### src/logic/ipg_pkg.sv
`default_nettype none
package ipg_pkg;
  // Clock and timing base; the tick resolves 50 ms gate steps exactly
  localparam int CLK_NS      = 40;
  localparam int TICK_NS     = 1000000;
  localparam int TICK_CYC    = (TICK_NS + CLK_NS - 1) / CLK_NS;
  localparam int TICK_MS     = 1;
  localparam int STEP_MS     = 50;
  localparam int STEP_TICKS  = STEP_MS / TICK_MS;
  localparam int PULSE_MS    = 2;
  localparam int PULSE_TICKS = PULSE_MS / TICK_MS;
  // Widths and limits
  localparam int WORD_W      = 21;
  localparam int DLY_W       = 14;
  localparam int CNT_W       = 20;
  localparam int FIFO_DEPTH  = 8;
  localparam logic [21:0] BCD_MAX = 22'h030D3F;
  // Reset values
  localparam logic [7:0]  AUX_RST  = 8'h00;
  localparam logic [21:0] DOUT_RST = 22'h000000;
  localparam logic [1:0]  DC_RST   = 2'h0;

  typedef enum logic {FMT_TWOS, FMT_BCD} ipg_fmt_t;
  typedef enum logic [1:0] {SW_IDLE, SW_DELAY, SW_GATED} ipg_sw_t;

  // Parallel data word: sign line plus 21 data lines
  typedef struct packed {
    logic              sign;
    logic [WORD_W-1:0] word;
  } ipg_dio_t;

  // Program-control output connector
  typedef struct packed {
    logic dly_gate;
    logic reset;
    logic data_acq;
    logic trigger;
    logic undefined;
    logic sweep_gate;
    logic chan_a;
  } ipg_pcout_t;
endpackage
`default_nettype wire

### src/logic/ipg_top.sv
`default_nettype none
module ipg_top #(
  parameter int       TICK_CYCLES = ipg_pkg::TICK_CYC, // Clocks per 1 ms tick
  parameter logic     GATE_ACT    = 1'b1               // Active level of both gates
) (
  input  wire logic             clk,                       // 25 MHz clock
  input  wire logic             rst_n,                     // Async reset, active low
  input  wire ipg_pkg::ipg_dio_t din,                      // Digital input connector
  input  wire ipg_pkg::ipg_fmt_t din_fmt,                  // Input format
  output logic [21:0]           din_value,                 // Decoded signed value
  input  wire logic [21:0]      dout_value,                // Signed value to send
  input  wire ipg_pkg::ipg_fmt_t dout_fmt,                 // Output format
  input  wire logic             dout_wr,                   // Output word write strobe
  output ipg_pkg::ipg_dio_t     dout,                      // Digital output connector
  input  wire logic             sweep_start,               // Sweep begins (pulse)
  input  wire logic             sweep_end,                 // Sweep completes (pulse)
  input  wire logic [7:0]       gate_delay,                // Delay in 50 ms steps
  input  wire logic             settled,                   // Data settled (pulse)
  input  wire logic             settle_end,                // Settling delay over (pulse)
  input  wire logic             reset_req,                 // Reset line request level
  input  wire logic             chan_a,                    // Channel A measuring level
  output ipg_pkg::ipg_pcout_t   pc_out,                    // Program-control outputs
  input  wire logic [7:0]       pc_in,                     // Program-control input byte
  input  wire logic             pc_strobe,                 // Input byte present (pulse)
  input  wire logic             pc_pop,                    // Host takes one byte
  output logic [7:0]            pc_rdata,                  // Last byte taken
  output logic [3:0]            pc_count,                  // Bytes waiting
  output logic                  pc_ovf,                    // Byte lost, sticky
  input  wire logic             pc_ovf_clr,                // Clear overflow flag
  input  wire logic             aux_wr,                    // Auxiliary port write
  input  wire logic [1:0]       aux_sel,                   // Port select A..D
  input  wire logic [7:0]       aux_data,                  // Auxiliary write data
  output logic [7:0]            aux_a,                     // Auxiliary port A
  output logic [7:0]            aux_b,                     // Auxiliary port B
  output logic [7:0]            aux_c,                     // Auxiliary port C
  output logic [7:0]            aux_port_fourth_connector, // Auxiliary port D
  input  wire logic [1:0]       dc_en_wr,                  // Per-channel enable write
  input  wire logic [1:0]       dc_en_val,                 // Enable values
  output logic [1:0]            dc_en                      // DC channel enables
);
  import ipg_pkg::*;

  localparam logic [CNT_W-1:0] TICK_LAST = CNT_W'(TICK_CYCLES - 1);
  localparam logic [CNT_W-1:0] PULSE_CYC = CNT_W'(TICK_CYCLES * PULSE_TICKS);
  // BCD digits to binary magnitude; top digit has only its 1 line
  function automatic logic [21:0] bcd2bin(input logic [20:0] w);
    bcd2bin = 22'(w[3:0]) + 22'(w[7:4]) * 22'h00000A + 22'(w[11:8]) * 22'h000064
            + 22'(w[15:12]) * 22'h0003E8 + 22'(w[19:16]) * 22'h002710
            + 22'(w[20]) * 22'h0186A0;
  endfunction
  // Binary magnitude to BCD by shift-and-add-3, saturated to what fits
  function automatic logic [20:0] bin2bcd(input logic [21:0] m);
    logic [23:0] b;
    logic [21:0] s;
    b = 24'h000000;
    s = (m > BCD_MAX) ? BCD_MAX : m;
    for (int i = 21; i >= 0; i--) begin
      for (int d = 0; d < 6; d++) begin
        if (b[4*d +: 4] > 4'h4) b[4*d +: 4] = b[4*d +: 4] + 4'h3;
      end
      b = {b[22:0], s[i]};
    end
    bin2bcd = b[20:0];
  endfunction
  // Data words, auxiliary ports and DC enables
  logic [21:0] din_value_r, din_value_nxt, mag;
  ipg_dio_t    dout_r, dout_nxt;
  logic [7:0]  aux_r [4];
  logic [7:0]  aux_nxt [4];
  logic [1:0]  dc_en_r, dc_en_nxt;

  always_comb begin
    mag = dout_value[21] ? 22'(-dout_value) : dout_value;
    if (din_fmt == FMT_BCD) begin
      din_value_nxt = din.sign ? 22'(-bcd2bin(din.word)) : bcd2bin(din.word);
    end else begin
      din_value_nxt = {din.sign, din.word};
    end
    dout_nxt = dout_r;
    if (dout_wr) begin
      if (dout_fmt == FMT_BCD) begin
        dout_nxt = '{sign: dout_value[21], word: bin2bcd(mag)};
      end else begin
        dout_nxt = '{sign: dout_value[21], word: dout_value[20:0]};
      end
    end
    for (int i = 0; i < 4; i++) begin
      aux_nxt[i] = aux_r[i];
      if (aux_wr && aux_sel == 2'(i)) aux_nxt[i] = aux_data;
    end
    dc_en_nxt = (dc_en_r & ~dc_en_wr) | (dc_en_val & dc_en_wr);
  end
  // Data registers
  always_ff @(posedge clk or negedge rst_n) begin
    if (!rst_n) begin
      din_value_r <= DOUT_RST;
      dout_r      <= DOUT_RST;
      aux_r       <= '{AUX_RST, AUX_RST, AUX_RST, AUX_RST};
      dc_en_r     <= DC_RST;
    end else begin
      din_value_r <= din_value_nxt;
      dout_r      <= dout_nxt;
      aux_r       <= aux_nxt;
      dc_en_r     <= dc_en_nxt;
    end
  end
  assign din_value                 = din_value_r;
  assign dout                      = dout_r;
  assign aux_a                     = aux_r[0];
  assign aux_b                     = aux_r[1];
  assign aux_c                     = aux_r[2];
  assign aux_port_fourth_connector = aux_r[3];
  assign dc_en                     = dc_en_r;

  // Sweep gate sequencer; the tick divider restarts at sweep start so the
  // delayed edge lands exactly on a 50 ms boundary
  ipg_sw_t          sw_r, sw_nxt;
  logic [CNT_W-1:0] tick_r, tick_nxt;
  logic [DLY_W-1:0] dly_r, dly_nxt;
  logic [7:0]       steps;
  logic             tick;

  always_comb begin
    tick     = (tick_r == TICK_LAST);
    tick_nxt = tick ? '0 : tick_r + 1'b1;
    steps    = (gate_delay == 8'h00) ? 8'h01 : gate_delay;
    sw_nxt   = sw_r;
    dly_nxt  = dly_r;
    case (sw_r)
      SW_IDLE: begin
        if (sweep_start) sw_nxt = SW_DELAY;
      end
      SW_DELAY: begin
        if (sweep_end) begin
          sw_nxt = SW_IDLE;
        end else if (tick && dly_r == DLY_W'(1)) begin
          sw_nxt = SW_GATED;
        end else if (tick) begin
          dly_nxt = dly_r - 1'b1;
        end
      end
      SW_GATED: begin
        if (sweep_end) sw_nxt = SW_IDLE;
      end
      default: sw_nxt = SW_IDLE;
    endcase
    // A new start always wins and restarts the delay from zero
    if (sweep_start) begin
      sw_nxt   = SW_DELAY;
      tick_nxt = '0;
      dly_nxt  = DLY_W'(steps) * DLY_W'(STEP_TICKS);
    end
  end
  always_ff @(posedge clk or negedge rst_n) begin
    if (!rst_n) begin
      sw_r   <= SW_IDLE;
      tick_r <= '0;
      dly_r  <= '0;
    end else begin
      sw_r   <= sw_nxt;
      tick_r <= tick_nxt;
      dly_r  <= dly_nxt;
    end
  end

  // Pulse timers count whole clock cycles of two ticks so width is exact,
  // not one to two ticks as a tick-aligned count would give
  logic [CNT_W-1:0] acq_r, acq_nxt, trg_r, trg_nxt;
  ipg_pcout_t       pc_r, pc_nxt;

  always_comb begin
    acq_nxt = (acq_r != '0) ? acq_r - 1'b1 : acq_r;
    trg_nxt = (trg_r != '0) ? trg_r - 1'b1 : trg_r;
    if (settled) acq_nxt = PULSE_CYC;
    if (settle_end) trg_nxt = PULSE_CYC;
    pc_nxt.sweep_gate = (sw_nxt != SW_IDLE) ? GATE_ACT : ~GATE_ACT;
    pc_nxt.dly_gate   = (sw_nxt == SW_GATED) ? GATE_ACT : ~GATE_ACT;
    pc_nxt.data_acq   = (acq_nxt != '0);
    pc_nxt.trigger    = (trg_nxt != '0);
    pc_nxt.reset      = reset_req;
    pc_nxt.chan_a     = chan_a;
    pc_nxt.undefined  = 1'b0;
  end
  // Reset line reads high straight after power-up, as the far end expects
  always_ff @(posedge clk or negedge rst_n) begin
    if (!rst_n) begin
      acq_r <= '0;
      trg_r <= '0;
      pc_r  <= '{dly_gate: ~GATE_ACT, reset: 1'b1, sweep_gate: ~GATE_ACT, default: 1'b0};
    end else begin
      acq_r <= acq_nxt;
      trg_r <= trg_nxt;
      pc_r  <= pc_nxt;
    end
  end
  assign pc_out = pc_r;

  // Program-control input FIFO; a byte arriving while full with no pop in that cycle is dropped and flagged
  logic [7:0] fifo_mem [FIFO_DEPTH];
  logic [2:0] wp_r, wp_nxt, rp_r, rp_nxt;
  logic [3:0] cnt_r, cnt_nxt;
  logic [7:0] rdata_r, rdata_nxt;
  logic       ovf_r, ovf_nxt, push, pop;

  always_comb begin
    pop       = pc_pop && (cnt_r != 4'h0);
    push      = pc_strobe && ((cnt_r != 4'(FIFO_DEPTH)) || pop);
    wp_nxt    = push ? wp_r + 1'b1 : wp_r;
    rp_nxt    = pop ? rp_r + 1'b1 : rp_r;
    cnt_nxt   = cnt_r + 4'(push) - 4'(pop);
    rdata_nxt = pop ? fifo_mem[rp_r] : rdata_r;
    // Set wins over clear so a loss in the clearing cycle still shows
    ovf_nxt   = (pc_strobe && !push) || (ovf_r && !pc_ovf_clr);
  end
  always_ff @(posedge clk) begin
    if (push) fifo_mem[wp_r] <= pc_in;
  end
  always_ff @(posedge clk or negedge rst_n) begin
    if (!rst_n) begin
      wp_r    <= '0;
      rp_r    <= '0;
      cnt_r   <= '0;
      rdata_r <= 8'h00;
      ovf_r   <= 1'b0;
    end else begin
      wp_r    <= wp_nxt;
      rp_r    <= rp_nxt;
      cnt_r   <= cnt_nxt;
      rdata_r <= rdata_nxt;
      ovf_r   <= ovf_nxt;
    end
  end
  assign pc_rdata = rdata_r;
  assign pc_count = cnt_r;
  assign pc_ovf   = ovf_r;
endmodule
`default_nettype wire

### config.mk
export PLATFORM = sky130hd
export DESIGN_NAME = ipg_top
export DESIGN_NICKNAME = d
export VERILOG_FILES = /design/src/logic/ipg_pkg.sv /design/src/logic/ipg_top.sv
export SDC_FILE = /design/constraint.sdc
export NUM_CORES = 1
export LEC_CHECK = 0
export BUFFER_PORTS_ARGS = -buffer_cell sky130_fd_sc_hd__buf_4
export CORE_ASPECT_RATIO = 1.25
export CORE_MARGIN = 2
export CORE_UTILIZATION = 29
export DETAILED_ROUTE_END_ITERATION = 16
export GPL_ROUTABILITY_DRIVEN = 0
export HOLD_SLACK_MARGIN = 0.02
export PLACE_DENSITY = 0.46
export SETUP_SLACK_MARGIN = 0.5
export SLEW_MARGIN = 20
export SYNTH_ARGS = -nofsm -noshare
export SYNTH_HDL_FRONTEND = slang
export SYNTH_SLANG_ARGS = --single-unit
### constraint.sdc
create_clock -name clk -period 3.37 [get_ports clk]
set_clock_uncertainty 0.15 [all_clocks]
set_input_delay 0.337 -clock clk [delete_from_list [all_inputs] [get_ports clk]]
set_output_delay 0.337 -clock clk [all_outputs]
set_load 0.02 [all_outputs]
==> flow_metrics.tcl, run 1 <==
set metrics [dict create \
    syn_avg_cell_area_um2 8.53 \
    synth_cell_types 134 \
    grt_antenna_before_repair 1 \
    holdCritStartpoint "din[14]" \
    gr-total-overflow 0 \
    drc 0 \
    setup_viol 37 \
    ant_nets 0 \
    die_h_um 334 \
    multi_input_area_um2 20000 \
    fin_ws_ns -9.85 \
    reg2reg_slack_ns 0.28 \
    r2r_cells 10 \
    min_period_over_period_pct 392 \
    die_area_um2 89500 \
    num-fill-cells 8596 \
    cts_sinks 243 \
    grt_use_met3_pct 2.31 \
    yosysWarningCount 0 \
    vias 25600 \
    slew_viol_final 16 \
    drtIter0Drc 1141 \
    core_area_um2 86700 \
    ys_seq_area_share_pct 25.3 \
    cts_tree "built" \
    io_buffers 185 \
    syn-instance-count 2963 \
    yosys-top-cells-area "dfrtp_1, ha_1, edfxtp_1, a21oi_1, xnor2_1" \
    fin_cells 5103 \
    endpoint_kind "flip-flop" \
    async_flop_share_pct 73.7 \
    start_kind "primary input" \
    layout_min_cycle_time_ns 13.22 \
    max_freq_mhz 75.6 \
    drive_gt1_share_pct 38.8 \
    crit_top_cell "buf_4" \
    grt_max_degree 71 \
    grt_pass1_wl_um 132000 \
    use_met2_pct 32.4 \
    synth_top_area_share_pct 17.6 \
    vias_per_cell 5.01 \
    use_met1_pct 22.3 \
    clock_path_buffers 3 \
    rr_endpoint "pc_out[4]" \
    synth_seq_cells 243 \
    grt_pass1_vias 25700 \
    clk_pin_slew_worst_paths_ns 0.06 \
    most-common-layout-cells "buf_4, nor2_1, nand2_1" \
    finalHoldViolCount 0 \
    initial_utilization_pct 29.1 \
    violations "max-slew violations, negative setup slack" \
    io_pins 187 \
    root_buffer "clkbuf_16" \
    slowest_stage "or4_4" \
    rsz0062_at_grt "yes" \
    worstSetupPathType "in2reg" \
    syn-cell-area_um2 25300 \
    holdPathEnd "din_value[14]" \
    min_path_cells 4 \
    slew_headroom_pct -85.4 \
    final_nets 4216 \
    yosys.area.top_type "dfrtp_1" \
    required_ns 3.74 \
    synth_edf_count 64 \
    fin_util_pct 43.3 \
    final_common_cell "buf_4" \
    slowest_delay_ns 0.44 \
    status "finished with violations" \
    die-width_um 268 \
    worstPathMaxFanout 9 \
    grt_busiest_layer "met2" \
    min_path_type "in2reg" \
    placed_cells 4919 \
    drt-total-wl_um 80700 \
    syn_to_final_growth_pct 48.8 \
    htree_levels 1 \
    n_antenna_cell 0 \
    first_pass_iters 5 \
    num_rows 121 \
    cp.arrival_ns 13.59 \
    grt_usage_pct 17.7 \
    synth_ff_type "dfrtp_1" \
    cts_buffers 29 \
    hpwl_um 63200 \
    routedWlPerCell_um 15.8 \
    reg2reg_from "acq_r[6]" \
    tightest_slew_ns 2.77 \
    seq_area_um2 6400 \
    clk_latency_ns 0.59 \
    maxCapViolations 0 \
]
[synth_stat cells (38+ instances only)]
cell type  instances
o21ai_0          154
dfrtp_1          178
nand3_1           84
ha_1             179
clkbuf_1          74
inv_1            158
xnor2_1          120
a21o_1            42
mux2i_1           64
nor3_1           130
a21oi_1          211
nor2_1           256
mux2_2            69
nand2b_1          38
xor2_1            74
nand2_1          203
edfxtp_1          64
nor4_1            44
[worst max-delay path, delay by kind of cell]
| family | cells | cell delay [ns] |
|---|---|---|
| buffers and inverters | 17 | 1.96 |
| adder cells (fa/ha/maj) | 11 | 2.19 |
| AO/OA/AOI/OAI | 21 | 3.55 |
| AND/OR/NAND/NOR | 18 | 2.81 |
| multiplexers | 5 | 1.13 |
| XOR/XNOR | 9 | 1.60 |
[stage by stage]
stage               worst slack (ns)  area [um^2]  hold slack, ns  TNS [ns]
floorplan                     -11.14        26300          -0.109   -247.80
global placement              -10.72        33900           0.245   -249.73
detailed placement            -10.95        33900           0.240   -254.43
CTS                            -9.71        36800          0.0220   -217.68
global route                  -10.44        37600          0.0222   -235.16
finish                         -9.85        37600          0.0310   -220.79
[flip-flops by register name, summed over array words and instances, names as in the netlist, 8 cells and up, named ones only]
register                   cells
tick_r                        20
dout                          22
aux_b                          8
fifo_mem                      64
din_value                     22
pc_rdata                       8
aux_port_fourth_connector      8
aux_c                          8
dly_r                         14
acq_r                         20
trg_r                         20
aux_a                          8
[final cells by class]
type	instances	share of cell area [%]
inverter	163	1.77
sequential	243	17.0
clock buffer	36	2.05
multi-input combinational	2451	53.1
clock inverter	18	0.666
timing repair buffer	1024	21.5
tap	1168	3.89
[worst max path at each step]
stage	startpoint	to	slack, ns	cells past startpoint
CTS	dout_value[2]	dout[9]	-9.71	78
finish	dout_value[5]	dout[10]	-9.85	81
detailed placement	dout_value[5]	dout[9]	-10.95	73
floorplan	dout_value[7]	dout[9]	-11.14	84
global placement	dout_value[5]	dout[6]	-10.72	73
global route	dout_value[5]	dout[10]	-10.44	80
[cells by family after synthesis]
kind of cell / Yosys count / synth area share, %
and+or+nand+nor: 1017 / 20.4
xor gates and xnor gates: 196 / 6.85
AOI/OAI and AO/OA: 848 / 23.7
muxes: 155 / 7.35
DFF: 243 / 25.3
adders and majority gates: 218 / 11.8
other: 2 / 0.0297
buffers and inverters: 284 / 4.51
[what timing repair did]
item                                   4_1_cts  5_1_grt
pin swaps                                  126       71
setup endpoints to repair                   42       46
resized for setup                          199      102
endpoints found under the hold margin      217        0
hold buffers                                45        0
buffers inserted                            59       26
gates cloned                                 0        0
[per-layer routing]
layer / share of wire [%] / wire length [um]
met5: 0.016 / 13
met4: 1.3 / 1060
met3: 3.2 / 2590
met2: 51 / 41400
met1: 44 / 35700
Power of run 1 is left out: the tool's default activity adds up to more than one toggle a clock period on the data nets, which glitch-free logic cannot reach.
==> inputs of run 2 (changes only) <==
--- a/config.mk
+++ b/config.mk
@@ -6,13 +6,15 @@
 export NUM_CORES = 1
 export LEC_CHECK = 0
 export BUFFER_PORTS_ARGS = -buffer_cell sky130_fd_sc_hd__buf_4
+export CELL_PAD_IN_SITES_DETAIL_PLACEMENT = 0
+export CELL_PAD_IN_SITES_GLOBAL_PLACEMENT = 1
 export CORE_ASPECT_RATIO = 1.25
 export CORE_MARGIN = 2
 export CORE_UTILIZATION = 29
 export DETAILED_ROUTE_END_ITERATION = 16
 export GPL_ROUTABILITY_DRIVEN = 0
 export HOLD_SLACK_MARGIN = 0.02
-export PLACE_DENSITY = 0.46
+export PLACE_DENSITY = 0.55
 export SETUP_SLACK_MARGIN = 0.5
 export SLEW_MARGIN = 20
 export SYNTH_ARGS = -nofsm -noshare
==> constraint.sdc (replaced) <==
create_clock -name clk -period 15.45 [get_ports clk]
set_clock_uncertainty 0.15 [all_clocks]
set_input_delay 1.545 -clock clk [delete_from_list [all_inputs] [get_ports clk]]
set_output_delay 1.545 -clock clk [all_outputs]
set_load 0.02 [all_outputs]
==> run 2 against run 1 <==
The run ends with max-slew violations left. Register-to-register slack better by 11 ns. Critical path depth decreased by 10. Via count is 8.0% lower. Sequential share of layout area increased by 3.5 points. First-iteration DRC count grew 9.6%. Core utilization shrank 7.4 points. Cell area down 17%. Critical endpoint is now dout[11].
==> flow_metrics.tcl, run 2 (synthesized netlist as in run 1, its figures left out) <==
set metrics [dict create \
    status "finished with violations" \
    violations "max-slew violations" \
    first_pass_iters 7 \
    vias 23500 \
    slowest_stage "or4_4" \
    maxCapViolations 0 \
    drc 0 \
    layout_min_cycle_time_ns 14.67 \
    cts_buffers 26 \
    multi_input_area_um2 19000 \
    largest_register_ffs 64 \
    grt_usage_pct 16.7 \
    grt_pass1_vias 23400 \
    clk_latency_ns 0.56 \
    die_area_um2 89500 \
    final_nets 3562 \
    holdCritStartpoint "pc_rdata[6]" \
    slowest_delay_ns 0.63 \
    max_freq_mhz 68.2 \
    io_pins 187 \
    clk_pin_slew_worst_paths_ns 0.06 \
    r2r_cells 12 \
    most-common-layout-cells "buf_4, nor2_1, nand2_1" \
    reg2reg_from "trg_r[10]" \
    min_path_cells 2 \
    fin_ws_ns 0.785 \
    grt_max_degree 115 \
    die-width_um 268 \
    vias_per_cell 5.29 \
    die_h_um 334 \
    top_register "fifo_mem" \
    hpwl_um 59900 \
    holdBufCountCts 0 \
    initial_utilization_pct 29.1 \
    endpoint_kind "flip-flop" \
    drive_gt1_share_pct 24.0 \
    place_area_um2 29300 \
    cts_sinks 243 \
    cp.arrival_ns 14.95 \
    final_common_cell "buf_4" \
    slew_viol_final 16 \
    worstSetupPathType "in2reg" \
    syn_to_final_growth_pct 23.5 \
    holdPathEnd "pc_rdata[6]" \
    start_kind "primary input" \
    clock_path_buffers 3 \
    drtIter0Drc 1251 \
    grt_pass1_wl_um 123000 \
    seq_area_um2 6400 \
    reg2reg_slack_ns 11.28 \
    setup_viol 0 \
    required_ns 15.73 \
    n_antenna_cell 0 \
    tightest_slew_ns 2.81 \
    num-fill-cells 8917 \
    min_path_type "reg2reg" \
    gr-total-overflow 0 \
    htree_levels 1 \
    ant_nets 0 \
    root_buffer "clkbuf_16" \
    core_area_um2 86700 \
    routedWlPerCell_um 17.3 \
    slew_headroom_pct -87.6 \
    io_buffers 185 \
    finalHoldViolCount 0 \
    fin_area_um2 31200 \
    crit_top_cell "ha_4" \
    post-place-ws_ns -0.555 \
    worstPathMaxFanout 7 \
    cts_tree "built" \
    rr_endpoint "pc_out[3]" \
    rsz0062_at_grt "yes" \
    drt-total-wl_um 77000 \
    min_period_over_period_pct 94.9 \
    num_rows 121 \
    grt_antenna_before_repair 0 \
]
run 2: cell types whose count changed in the layout (fill, tap and decap cells not counted), sizes merged:
cell and change:
clkinv +2, bufinv -4, inv -1, dlygate4sd3 -45
buf -606, clkinvlp +1, clkbuf -4
run 2: per-stage QoR:
step / std cells / utilization (%) / TNS, ns / hold slack [ns]
floorplan: 2978 / - / -1.93 / 0.313
global placement: 4354 / 33.7 / -0.429 / 0.315
detailed placement: 4354 / 33.7 / -4.48 / 0.324
CTS: 4409 / 35.0 / 0 / 0.340
global route: 4446 / 36.0 / 0 / 0.362
finish: 4446 / 36.0 / 0 / 0.333
run 2: worst max-delay path by stage:
stage | start | end | slack, ns
after detailed placement | dout_value[5] | dout[19] | -0.56
after floorplan | dout_value[7] | dout[9] | -0.27
after global placement | dout_value[5] | dout[19] | -0.29
after global routing | dout_value[5] | dout[11] | 0.05
final | dout_value[5] | dout[11] | 0.78
after CTS | dout_value[4] | dout[19] | 0.50
run 2: repair_timing:
item,CTS,global route
buffers inserted,7,37
pin swaps,18,60
gates resized for setup,29,113
endpoints found under the setup margin,20,20
run 2: final cells by class:
type                            instances  share of cell area (%)
Multi-Input combinational cell       2451                    60.9
Sequential cell                       243                    20.5
Timing Repair Buffer                  373                    9.17
Tap cell                             1168                    4.68
Clock buffer                           32                    2.32
Inverter                              163                    1.99
Clock inverter                         16                   0.421
run 2: worst max-delay path: cells and delay by family:
kind | cells | cell delay, ns
mux | 5 | 1.45
compound gates | 24 | 4.86
fa+ha+maj | 11 | 2.26
xor+xnor | 10 | 1.87
buf+inv | 7 | 0.68
simple gates | 14 | 2.24
run 2: per-layer routing:
| metal | GRT usage, % | wire length [um] | vias to the layer above | share of wire, % |
|---|---|---|---|---|
| met5 | 0 | 0 | - | 0 |
| met4 | 3.91 | 1650 | 0 | 2.1 |
| met3 | 1.24 | 1640 | 86 | 2.1 |
| met2 | 32.9 | 42300 | 363 | 55 |
| met1 | 19.1 | 31500 | 11500 | 41 |
| li1 | - | - | 11600 | - |
Power of run 2 is left out for the same reason.
